## config.mk

```make
export PLATFORM = sky130hd
export DESIGN_NAME = motor_user_control_regs
export DESIGN_NICKNAME = d
export VERILOG_FILES = /design/src/rtl/motor_ctrl_pkg.sv /design/src/rtl/angle_path_if.sv /design/src/rtl/angle_mod360.sv /design/src/rtl/motor_user_control_regs.sv
export SDC_FILE = /design/constraint.sdc
export NUM_CORES = 1
export LEC_CHECK = 0
export BUFFER_PORTS_ARGS = -buffer_cell sky130_fd_sc_hd__buf_4
export CAP_MARGIN = 10
export CORE_MARGIN = 2
export CORE_UTILIZATION = 40
export DETAILED_ROUTE_END_ITERATION = 8
export PLACE_DENSITY = 0.69
export SYNTH_ARGS = -nofsm -noshare
export SYNTH_HDL_FRONTEND = slang
export SYNTH_HIERARCHICAL = 1
export SYNTH_SLANG_ARGS = --single-unit
```

## constraint.sdc

```tcl
create_clock -name ref_clk -period 3.3 [get_ports ref_clk]
set_input_delay 0.495 -clock ref_clk [delete_from_list [all_inputs] [get_ports ref_clk]]
set_output_delay 0.495 -clock ref_clk [all_outputs]
set_load 0.01 [all_outputs]
```

## src/rtl/motor_ctrl_pkg.sv

```systemverilog
// Constants for the motor user control register bank.
// Assumes a 32-bit memory-mapped port with word-aligned addresses.
package motor_ctrl_pkg;

	// Bank placement
	localparam logic [31:0] BANK_BASE = 32'h2020_0400;
	localparam logic [31:0] OFF_SPEED_CMD = 32'h0000_0000;
	localparam logic [31:0] OFF_DEBUG_CTRL = 32'h0000_0004;

	// Speed/torque command word layout
	localparam int SPEED_LSB = 0;
	localparam int SPEED_W = 15;
	localparam logic [31:0] SPEED_WMASK = 32'h0000_7FFF;
	localparam logic [31:0] SPEED_RESET = 32'h0000_0000;
	localparam int SPEED_FULL_SCALE = 32768;

	// Startup debug control word layout
	localparam int DBG_FAULT_CLR_BIT = 31;
	localparam int DBG_ANGLE_MSB = 30;
	localparam int DBG_ANGLE_LSB = 22;
	localparam int DBG_LOOP_OFF_BIT = 15;
	localparam int DBG_HOLD_ALIGN_BIT = 14;
	localparam int DBG_HOLD_SLOW_BIT = 13;
	localparam int DBG_HOLD_PROBE_BIT = 12;
	localparam int DBG_HOLD_SPIN_BIT = 11;
	localparam int DBG_ANGLE_SRC_BIT = 10;
	localparam logic [31:0] DEBUG_WMASK = 32'h7FC0_FC00;
	localparam logic [31:0] DEBUG_RESET = 32'h0000_0000;

	// Angle handling
	localparam int ANGLE_W = 9;
	localparam logic [8:0] ANGLE_WRAP = 9'h168;

	// Answer to an unmapped read
	localparam logic [31:0] UNMAPPED_DATA = 32'h0000_0000;

	// Startup method chosen by the input configuration
	typedef enum logic [1:0] {
		METHOD_ALIGN,
		METHOD_DOUBLE_ALIGN,
		METHOD_SLOW_FIRST_CYCLE,
		METHOD_POSITION_PROBE
	} startup_method_type;

endpackage : motor_ctrl_pkg

```

## src/rtl/angle_path_if.sv

```systemverilog
// Carrier between the register bank and its angle reducer.
// Assumes both ends sit on the same clock; the path is combinational.
`timescale 1ns/1ns
interface angle_path_if;
	logic [8:0] forced_angle;
	logic [8:0] config_angle;
	logic use_forced;
	logic [8:0] held_angle;

	modport requester (
		output forced_angle,
		output config_angle,
		output use_forced,
		input held_angle
	);

	modport reducer (
		input forced_angle,
		input config_angle,
		input use_forced,
		output held_angle
	);
endinterface : angle_path_if

```

## src/rtl/angle_mod360.sv

```systemverilog
// Chooses the alignment angle source and folds it into 0..359 degrees.
// Assumes inputs are 9-bit degree values; purely combinational.
`timescale 1ns/1ns
module angle_mod360 (
	// Angle path
	angle_path_if.reducer path
);

	wire [8:0] chosen_angle;
	wire over_range;

	assign chosen_angle = path.use_forced ? path.forced_angle
		: path.config_angle;

	// modulo 360
	// A 9-bit value never reaches 720, so one subtraction is enough
	assign over_range = (chosen_angle >= motor_ctrl_pkg::ANGLE_WRAP);
	assign path.held_angle = over_range
		? 9'(chosen_angle - motor_ctrl_pkg::ANGLE_WRAP) : chosen_angle;

endmodule : angle_mod360

```

## src/rtl/motor_user_control_regs.sv

```systemverilog
// User control register bank of a sensorless field-oriented motor
// controller: speed/torque target and startup debug control word.
// Assumes a simple synchronous memory-mapped port on ref_clk, driven by
// logic in the same clock domain, and a startup state machine and fault
// logic outside that take the registered hold, clear and select outputs.
//
// Behaviour
// - Bank at base, speed 0, debug 4.
// - Speed target is 15 bits, low end.
// - Bit 31 clears faults, self-clears.
// - Forced angle bits 30:22, taken modulo 360.
// - Bit 15 turns feedback loop off.
// - Bit 14 holds alignment for align methods.
// - Bit 13 holds slow first cycle state.
// - Bit 12 holds position probe state.
// - Bit 11 holds spin detect if enabled.
// - Bit 10 selects forced or configured angle.
// - Both words reset zero; reserved read-only.
`timescale 1ns/1ns
module motor_user_control_regs (
	// Clock and reset
	input wire logic ref_clk,
	input wire logic nrst,

	// Register port
	input wire logic [31:0] bus_addr,
	input wire logic bus_wr,
	input wire logic bus_rd,
	input wire logic [31:0] bus_wdata,
	output logic [31:0] bus_rdata,
	output logic bus_ack,
	output logic bus_err,

	// Startup configuration from the input registers
	input wire motor_ctrl_pkg::startup_method_type startup_method,
	input wire logic spin_detect_enable,
	input wire logic [8:0] config_align_angle,

	// Controller commands
	output logic [14:0] speed_target,
	output logic fault_clear,
	output logic feedback_loop_off,
	output logic hold_align_state,
	output logic hold_slow_cycle_state,
	output logic hold_position_probe_state,
	output logic hold_spin_detect_state,
	output logic alignment_angle_source,
	output logic [8:0] align_angle_deg
);

	////////////////////////////////////////////////////////////////////
	// Address decode

	logic [31:0] speed_q;
	logic [31:0] speed_d;
	logic [31:0] debug_q;
	logic [31:0] debug_d;

	wire [31:0] bank_offset;
	wire hit_speed;
	wire hit_debug;
	wire hit_any;
	wire access;

	assign bank_offset = bus_addr - motor_ctrl_pkg::BANK_BASE;
	assign hit_speed = (bank_offset == motor_ctrl_pkg::OFF_SPEED_CMD);
	assign hit_debug = (bank_offset == motor_ctrl_pkg::OFF_DEBUG_CTRL);
	assign hit_any = hit_speed | hit_debug;
	assign access = bus_wr | bus_rd;

	wire wr_speed;
	wire wr_debug;

	assign wr_speed = bus_wr & hit_speed;
	assign wr_debug = bus_wr & hit_debug;

	////////////////////////////////////////////////////////////////////
	// Next register values

	assign speed_d = wr_speed
		? (bus_wdata & motor_ctrl_pkg::SPEED_WMASK) : speed_q;

	// reserved bits masked on write
	// Clear-fault bit is never stored, so it always reads back zero
	assign debug_d = wr_debug
		? (bus_wdata & motor_ctrl_pkg::DEBUG_WMASK) : debug_q;

	wire fault_clear_d;

	assign fault_clear_d = wr_debug
		& bus_wdata[motor_ctrl_pkg::DBG_FAULT_CLR_BIT];

	////////////////////////////////////////////////////////////////////
	// Field extraction

	wire [8:0] forced_angle;
	wire loop_off_bit;
	wire hold_align_bit;
	wire hold_slow_bit;
	wire hold_probe_bit;
	wire hold_spin_bit;
	wire angle_src_bit;

	assign forced_angle = debug_q[motor_ctrl_pkg::DBG_ANGLE_MSB:
		motor_ctrl_pkg::DBG_ANGLE_LSB];
	assign loop_off_bit = debug_q[motor_ctrl_pkg::DBG_LOOP_OFF_BIT];
	assign hold_align_bit = debug_q[motor_ctrl_pkg::DBG_HOLD_ALIGN_BIT];
	assign hold_slow_bit = debug_q[motor_ctrl_pkg::DBG_HOLD_SLOW_BIT];
	assign hold_probe_bit = debug_q[motor_ctrl_pkg::DBG_HOLD_PROBE_BIT];
	assign hold_spin_bit = debug_q[motor_ctrl_pkg::DBG_HOLD_SPIN_BIT];
	assign angle_src_bit = debug_q[motor_ctrl_pkg::DBG_ANGLE_SRC_BIT];

	////////////////////////////////////////////////////////////////////
	// Startup hold qualification

	wire method_align;
	wire method_slow;
	wire method_probe;

	assign method_align =
		(startup_method == motor_ctrl_pkg::METHOD_ALIGN) ||
		(startup_method == motor_ctrl_pkg::METHOD_DOUBLE_ALIGN);
	assign method_slow =
		(startup_method == motor_ctrl_pkg::METHOD_SLOW_FIRST_CYCLE);
	assign method_probe =
		(startup_method == motor_ctrl_pkg::METHOD_POSITION_PROBE);

	wire hold_align_d;
	wire hold_slow_d;
	wire hold_probe_d;
	wire hold_spin_d;

	// align hold only for align methods
	assign hold_align_d = hold_align_bit & method_align;
	assign hold_slow_d = hold_slow_bit & method_slow;
	assign hold_probe_d = hold_probe_bit & method_probe;
	assign hold_spin_d = hold_spin_bit & spin_detect_enable;

	////////////////////////////////////////////////////////////////////
	// Alignment angle path

	angle_path_if angle_path ();

	assign angle_path.forced_angle = forced_angle;
	assign angle_path.config_angle = config_align_angle;
	assign angle_path.use_forced = angle_src_bit;

	angle_mod360 u_angle (
		.path(angle_path.reducer)
	);

	////////////////////////////////////////////////////////////////////
	// Read data

	wire [31:0] read_word;

	// reserved bits read zero
	// Read returns the value held before a same-cycle write
	assign read_word = hit_speed ? speed_q
		: hit_debug ? debug_q
		: motor_ctrl_pkg::UNMAPPED_DATA;

	////////////////////////////////////////////////////////////////////
	// Registers

	always_ff @(posedge ref_clk) begin
		if (!nrst) begin
			speed_q <= motor_ctrl_pkg::SPEED_RESET;
			debug_q <= motor_ctrl_pkg::DEBUG_RESET;
		end else begin
			speed_q <= speed_d;
			debug_q <= debug_d;
		end
	end

	always_ff @(posedge ref_clk) begin
		if (!nrst) begin
			fault_clear <= 1'b0;
		end else begin
			fault_clear <= fault_clear_d;
		end
	end

	always_ff @(posedge ref_clk) begin
		if (!nrst) begin
			feedback_loop_off <= 1'b0;
			alignment_angle_source <= 1'b0;
		end else begin
			feedback_loop_off <= loop_off_bit;
			alignment_angle_source <= angle_src_bit;
		end
	end

	// Hold outputs lag the stored bits by one cycle
	always_ff @(posedge ref_clk) begin
		if (!nrst) begin
			hold_align_state <= 1'b0;
			hold_slow_cycle_state <= 1'b0;
			hold_position_probe_state <= 1'b0;
			hold_spin_detect_state <= 1'b0;
		end else begin
			hold_align_state <= hold_align_d;
			hold_slow_cycle_state <= hold_slow_d;
			hold_position_probe_state <= hold_probe_d;
			hold_spin_detect_state <= hold_spin_d;
		end
	end

	always_ff @(posedge ref_clk) begin
		if (!nrst) begin
			speed_target <= '0;
			align_angle_deg <= '0;
		end else begin
			speed_target <= speed_q[motor_ctrl_pkg::SPEED_W-1:
				motor_ctrl_pkg::SPEED_LSB];
			align_angle_deg <= angle_path.held_angle;
		end
	end

	// Every access is answered one cycle later; unmapped ones flag error
	always_ff @(posedge ref_clk) begin
		if (!nrst) begin
			bus_rdata <= '0;
			bus_ack <= 1'b0;
			bus_err <= 1'b0;
		end else begin
			bus_rdata <= bus_rd ? read_word : '0;
			bus_ack <= access;
			bus_err <= access & ~hit_any;
		end
	end

endmodule : motor_user_control_regs

```

## Yosys cells after proc, flatten, opt, wreduce, memory -nomap -nowiden

Index checks and enable logic that the tools add are counted.

| storage, ports and cells | value |
|---|---|
| register bits | 88 |
| input bits | 80 |
| output and inout port bits | 65 |
| logic and storage cells | 44 |

| cells by class | value |
|---|---|
| $add $sub $neg | 2 |
| $lt $le $gt $ge | 1 |
| equality and inequality tests | 4 |
| muxes and demuxes | 4 |
| bitwise logic cells | 13 |
| reduce and logical (&&, ||, !) cells | 5 |

Operators with widths:

| cell | count |
|---|---|
| equality test 32 x 3 -> 1 bit, second input constant | 1 |
| logical NOT 32 bit | 1 |
| subtractor 32 x 30 -> 32 bit, second input constant | 1 |
| two-way mux 15 bit | 2 |
| two-way mux 9 bit | 2 |
| greater-or-equal comparator 9 bit, second input constant | 1 |
| subtractor 9 bit, second input constant | 1 |
| AND 1 bit | 8 |
| equality test 2 bit, second input constant | 2 |
| inverter 1 bit | 3 |
| OR reduction 3 bit | 1 |
| equality test 2 x 1 -> 1 bit, second input constant | 1 |
| logical NOT 2 bit | 1 |
| bitwise OR 1 bit | 2 |
| AND reduction 2 bit | 1 |
| logical OR 1 bit | 1 |

## Depth between registers and ports, before layout

Gate-level depths: netlist (run 1).

| depth | value |
|---|---|
| word-level depth | 5 |
| depth in mapped cells | 7 |
| depth with buffers taken out | 6 |

## By module

Netlist (run 1), hierarchy kept.

By module, submodules not included:

| module | instances | cells each | area an instance (um^2) | sequential area each (um^2) |
|---|---|---|---|---|
| motor_user_control_regs | 1 | 305 | 3,093.0 | 1,761.7 |
| angle_mod360 | 1 | 40 | 384.1 | 0.0 |

## Worst setup path after synthesis (run 1)

Ideal clock, no wire load.

| timing | value |
|---|---|
| path type | input-to-reg |
| from | in bus_addr[22] |
| to | reg debug_q[10] |
| library setup time | 115 ps |
| arrival time | 2,569 ps |
| path slack | 616 ps |
| cell stages on the path | 6 |
| path buffers | 1 |
| path through | or4_1 > or4_4 > nor4_4 > nand4_4 > buf_6 > o21ba_2 |

| between the ends | value |
|---|---|
| word-level cells in the longest chain between the ends | 3 |

RTL lines:

| what | line | text |
|---|---|---|
| from (decl) | motor_user_control_regs.sv:26 | `input wire logic [31:0] bus_addr,` |
| subtractor 32 x 30 -> 32 bit | motor_user_control_regs.sv:65 | `assign bank_offset = bus_addr - motor_ctrl_pkg::BANK_BASE;` |
| equality test 32 x 3 -> 1 bit | motor_user_control_regs.sv:67 | `assign hit_debug = (bank_offset == motor_ctrl_pkg::OFF_DEBUG_CTRL);` |
| AND 1 bit | motor_user_control_regs.sv:75 | `assign wr_debug = bus_wr & hit_debug;` |
| to (signal assigned) | motor_user_control_regs.sv:169 | `debug_q <= motor_ctrl_pkg::DEBUG_RESET;` |
| to (signal assigned) | motor_user_control_regs.sv:172 | `debug_q <= debug_d;` |
| to (decl) | motor_user_control_regs.sv:56 | `logic [31:0] debug_q;` |

Every way passes these cells.
A chain may end at the register's enable or synchronous reset.

## Worst setup path after layout (run 1)

| timing | value |
|---|---|
| from | in bus_addr[22] |
| to | reg speed_q[14] |

| between the ends | value |
|---|---|
| word-level cells in the longest chain between the ends | 3 |

RTL lines:

| what | line | text |
|---|---|---|
| subtractor 32 x 30 -> 32 bit | motor_user_control_regs.sv:65 |  |
| logical NOT 32 bit | motor_user_control_regs.sv:66 | `assign hit_speed = (bank_offset == motor_ctrl_pkg::OFF_SPEED_CMD);` |
| AND 1 bit | motor_user_control_regs.sv:74 | `assign wr_speed = bus_wr & hit_speed;` |
| to (signal assigned) | motor_user_control_regs.sv:168 | `speed_q <= motor_ctrl_pkg::SPEED_RESET;` |
| to (signal assigned) | motor_user_control_regs.sv:171 | `speed_q <= speed_d;` |
| to (decl) | motor_user_control_regs.sv:54 | `logic [31:0] speed_q;` |

Every way passes these cells.

==> summary.txt, run 1 <==
Unrepaired setup endpoints after global routing: false
Port bufs: 131
Final slew viol count: 0
Final min period: 2.68 ns
Setup crit end kind: flop
# DRC: 0
Starting density of the core: 40.5%
PostCTS Resize Cnt: 0
Synthesized flop and latch total: 88
Layout net count: 554
Multiplexer share of the synthesized area: 12.9%
Setup TNS: 0 ns
CTS tree: done
Clk_skew: 0.00942 ns
Antenna violations before repair: 0
CTS Root Cell: clkbuf_8
Commonest non-fill, non-tap cells in the layout: buf_4 (134), dfxtp_1 (88), nand2_1 (66)
CP max stage delay: 0.56 ns
Largest net degree at the start of global routing: 71
Die height: 97.2 um
Antenna Violating Nets Remaining: 0
Reg2Reg Launch Point: debug_q[10]
Largest cells by area after synthesis: dfxtp_1 (51%), mux2i_1 (11%), nand2_1 (7.1%)
Post-synth top area share: 50.7%
Post-Route WL: 8000 um
Crit-path cells: buf_4 -> or4_1 -> or4_4 -> nor4_4 -> nand4b_4 -> mux2i_1
Area of the mapped netlist: 3480 um2
Inst Count DP: 570
Normalized max-slew margin: 56.8%
Layout area overhead: 35.1%
Crit-path slowest cell: or4_1
Reg2Reg Depth: 7
Post-layout util: 54.7%
HPWL Detailed: 5680 um
Syn Inst Count: 345
Leak: 2.32 nW
Top cell type by total area after synthesis: dfxtp_1
Clock slew at reported path FFs: 0.09 ns
First-pass GRT wire length: 13100 um
Clock power frac: 37.7%
Drt pass-1 iters: 4
Peak supply drop: 0.000235 V
Worst Tran Pin Value: 0.648 ns
ANT cells: 0
Fin. Hold Viols: 0
Vias in the first global route: 2744
WL/cell: 13.7 um
Simple-gate area share of the yosys netlist: 22.5%
Total gr overflow: 0
Main combinational cell family by area after synthesis: simple AND/OR/NAND/NOR gates
Die W: 97.2 um
Worst-path fanout max: 15
Startpoint Class: primary input
Synth Area in Compound Gates: 6.44%
Cts hold-fix bufs: 0
Post-Synth Adder-Cell Area: 0.360%
CTS H-Tree Depth: 3
Metal3 WL: 550 um
M1 WL: 3540 um
Max_cap viols: 0
Worst setup startpoint: bus_addr[22]
Rows: 34
Sw Share: 23.9%
Cell Count, Final, Fillers Out: 586
Yosys warns: 6
CP top delay family: simple AND/OR/NAND/NOR gates
Core ar.: 8590 um2
I/O pin count: 145
HP Class: in2reg
Layout cells sized above 1: 36.2%
Asr flop ratio synth: 0%
Status: complete, no violations
Int Power: 1.52 mW
Worst path buffer plus inverter count: 1
XOR/XNOR Fraction of Synth Area: 0.756%
Fin crit share: 81.3%
Postcts setup bufs: 0
Mean Syn Cell Area: 10.1 um2
Routed vias: 2769
Die area: 9450 um2
Commonest non-fill, non-tap cell in the layout: buf_4
Setup CP Type: in2reg
Max layer used: met4
Max clock buf depth: 2
Overall power: 2.00 mW
R2R Path End: align_angle_deg[4]
Crit path DAT: 2.95 ns
Total stage count of the critical path: 6
Yosys cell types: 58
Comb pwr share: 8.8%
Hold_sp: startup_method[1]
Final Wtd Congestion: 0.827
Worst Setup EP: speed_q[14]
Flop pwr share: 53.5%
Psw: 0.478 mW
Sequential area share after synthesis: 50.7%
Via-to-Cell Ratio: 4.73
EDFF count, synth: 0
Clock Latency Late Sink: 0.34 ns
Top_reg_cell synth: dfxtp_1
Max Fclk: 373 MHz
PD cells: 426 nW/um2
Initial DRC count: 86
Global Route Usage Sum: 16.8%
Final setup vio count: 0
WP data required: 3.56 ns
Wire length on met2: 3830 um
Slack of the worst reg-to-reg path: 1.16 ns
CTS sink count: 88
Inserted Clock Buffers: 9
[power by group through the flow]
| stage | clock, mW | combinational [mW] | sequential [mW] |
|---|---|---|---|
| global placement | 0 | 0.174 | 1.10 |
| global route | 0.824 | 0.193 | 1.07 |
| detailed placement | 0 | 0.177 | 1.10 |
| CTS | 0.783 | 0.177 | 1.07 |
| floorplan | 0 | 0.0768 | 1.10 |
| finish | 0.756 | 0.176 | 1.07 |
[state kept, by name, indices dropped and copies added (netlist names)]
name,count
align_angle_deg,9
hold_spin_detect_state,1
fault_clear,1
speed_target,15
hold_align_state,1
hold_position_probe_state,1
speed_q,15
bus_err,1
bus_ack,1
hold_slow_cycle_state,1
alignment_angle_source,1
bus_rdata,25
feedback_loop_off,1
debug_q,15
[through the flow]
stage          setup WS [ns]  cell area, um2  hold WS, ns
6_report               0.617            4700        0.323
5_1_grt                0.527            4700        0.305
4_1_cts                0.607            4700        0.301
3_5_place_dp           0.250            4500        0.420
3_3_place_gp           0.279            4500        0.420
2_1_floorplan          0.616            3500        0.405
[final cells by class]
cell class / count / area (um2)
Clock buffer: 9 / 124
Clock inverter: 7 / 77.6
Fill cell: 798 / 3900
Inverter: 18 / 67.6
Multi-Input combinational cell: 222 / 1530
Sequential cell: 88 / 1760
Tap cell: 108 / 135
Timing Repair Buffer: 134 / 1010
[layer usage]
layer | vias up | global-route usage [%]
met4 | 0 | 5.13
li1 | 1408 | -
met5 | - | 0
met3 | 6 | 4.24
met2 | 87 | 28.0
met1 | 1268 | 21.6
[Yosys cell counts (2+ instances only)]
| master | count |
|---|---|
| xor2_1 | 2 |
| mux2i_1 | 39 |
| buf_6 | 3 |
| or4_1 | 3 |
| nor2_1 | 16 |
| and3_1 | 2 |
| o22ai_1 | 2 |
| o21a_1 | 2 |
| nor4_1 | 2 |
| a21oi_1 | 5 |
| or2_2 | 3 |
| nor3_1 | 3 |
| nor3b_1 | 12 |
| a31oi_1 | 2 |
| nand3_1 | 5 |
| buf_4 | 7 |
| mux2_2 | 4 |
| inv_1 | 18 |
| clkbuf_1 | 12 |
| dfxtp_1 | 88 |
| o21ba_2 | 2 |
| nand2_1 | 66 |
| and2_1 | 12 |
[worst min path at each step]
stage                             to  slack (ns)  cells after the start
floorplan              bus_rdata[15]        0.41                      2
global placement       bus_rdata[15]        0.42                      2
detailed placement     bus_rdata[15]        0.42                      2
CTS                 hold_align_state        0.30                      2
global route        hold_align_state        0.30                      2
finish              hold_align_state        0.32                      2
[kinds of logic after synthesis]
logic type	Yosys count
multiplexers	44
adder cells (fa/ha/maj)	1
other	1
flip-flops	88
XOR/XNOR	3
AO/OA/AOI/OAI	27
AND/OR/NAND/NOR	140
buffers and inverters	41
(Power assumes the default switching activity.)
==> inputs of run 2 (changes only) <==
- PLACE_DENSITY: 0.69 -> 0.71
- clock period: 3.3 -> 2.44 ns (I/O delays scaled with it)
==> summary.txt, run 2 (synthesis results as in run 1) <==
Unrepaired setup endpoints after global routing: false
Die area: 9450 um2
Die W: 97.2 um
Commonest non-fill, non-tap cell in the layout: buf_4
Pre-CTS setup slack: -0.136 ns
Post-Route WL: 8210 um
PD cells: 571 nW/um2
Inserted Clock Buffers: 9
Worst Slack Setup Final: 0.219 ns
Cell Count, Final, Fillers Out: 596
Flop pwr share: 52.8%
Area of placed instances: 4600 um2
CTS tree: done
Hold WS: 0.174 ns
HP Class: in2reg
Layout area overhead: 38.3%
I/O pin count: 145
Post-layout instance area: 4810 um2
Initial DRC count: 82
Max Fclk: 450 MHz
Clock Latency Late Sink: 0.35 ns
# DRC: 0
Int Power: 2.10 mW
Postcts setup bufs: 0
WP data required: 2.71 ns
Starting density of the core: 40.5%
Setup TNS: 0 ns
Final setup vio count: 0
Vias in the first global route: 2859
First-pass GRT wire length: 13100 um
CTS H-Tree Depth: 3
Max clock buf depth: 2
Fin crit share: 91.0%
Core ar.: 8590 um2
Global Route Usage Sum: 17.1%
Crit path DAT: 2.49 ns
CTS sink count: 88
CTS Root Cell: clkbuf_8
Hold_sp: startup_method[1]
Via-to-Cell Ratio: 4.80
Comb pwr share: 9.0%
Total gr overflow: 0
Worst setup startpoint: bus_addr[22]
PostCTS Resize Cnt: 0
Overall power: 2.75 mW
Antenna Violating Nets Remaining: 0
Clock slew at reported path FFs: 0.09 ns
Leak: 2.38 nW
Port bufs: 131
Layout cells sized above 1: 37.7%
HPWL Detailed: 6100 um
Reg2Reg Launch Point: debug_q[10]
Clock power frac: 38.3%
Rows: 34
Status: complete, no violations
Layout net count: 564
Peak supply drop: 0.000275 V
Psw: 0.649 mW
Max_cap viols: 0
Sw Share: 23.6%
Post-layout util: 56.0%
Die height: 97.2 um
Setup crit end kind: flop
Clk_skew: 0.0105 ns
ANT cells: 0
Final slew viol count: 0
Setup CP Type: in2reg
WL/cell: 13.8 um
Startpoint Class: primary input
Drt pass-1 iters: 4
Inst Count DP: 580
Commonest non-fill, non-tap cells in the layout: buf_4 (142), dfxtp_1 (88), nand2_1 (66)
WHS Path Cells: 2
Fin. Hold Viols: 0
Cts hold-fix bufs: 0
Antenna violations before repair: 0
Worst-path fanout max: 14
Max FFs per register: 25
Top reg by flops: bus_rdata
Largest net degree at the start of global routing: 38
Final Wtd Congestion: 0.836
Final min period: 2.22 ns
Reg2Reg Depth: 6
Routed vias: 2863
==> run 2: cell types whose count changed in the layout (fill, tap and decap cells not counted) <==
cell / previous run / this run
buf_4: 134 / 142
inv_6: 2 / 3
clkinv_2: 2 / 1
clkinv_4: 1 / 0
or4_1: 3 / 2
clkbuf_8: 9 / 10
or4_4: 1 / 2
buf_12: 0 / 2
==> run 2: per-layer routing <==
metal	wire length, um	global-route usage [%]	up-vias	share of wire, %
li1	-	-	1424	-
met1	3460	20.0	1330	42
met2	4020	29.6	96	49
met3	549	4.24	13	6.7
met4	177	7.80	0	2.2
met5	0	0	-	0
==> run 2: path summary, 6_finish.rpt <==
check,end,slack [ns]
setup / recovery,bus_rdata[2],0.22
hold / removal,hold_align_state,0.17
setup reg to reg,align_angle_deg[4],0.50
hold reg to reg,bus_rdata[15],0.43
==> run 2: worst max-delay path: stages <==
cell	delay, ns
buf_4	0.11
buf_4	0.14
or4b_2	0.59
or4_1	0.45
nand3_1	0.22
o2111ai_2	0.22
buf_12	0.20
nor3b_1	0.19
==> run 2: final cells by class <==
type                       count  area, um2
clock buffer                  10        138
timing repair buffer         144       1110
multi-input combinational    222       1530
tap                          108        135
sequential                    88       1760
fill                         778       3780
inverter                      18       67.6
clock inverter                 6       72.6
==> run 2: power groups by stage <==
| stage | clock network [mW] | logic [mW] | registers, mW |
|---|---|---|---|
| final | 1.05 | 0.246 | 1.45 |
| after detailed placement | 0 | 0.247 | 1.48 |
| after floorplan | 0 | 0.104 | 1.49 |
| after global placement | 0 | 0.241 | 1.48 |
| after CTS | 1.08 | 0.248 | 1.45 |
| after global routing | 1.14 | 0.266 | 1.45 |
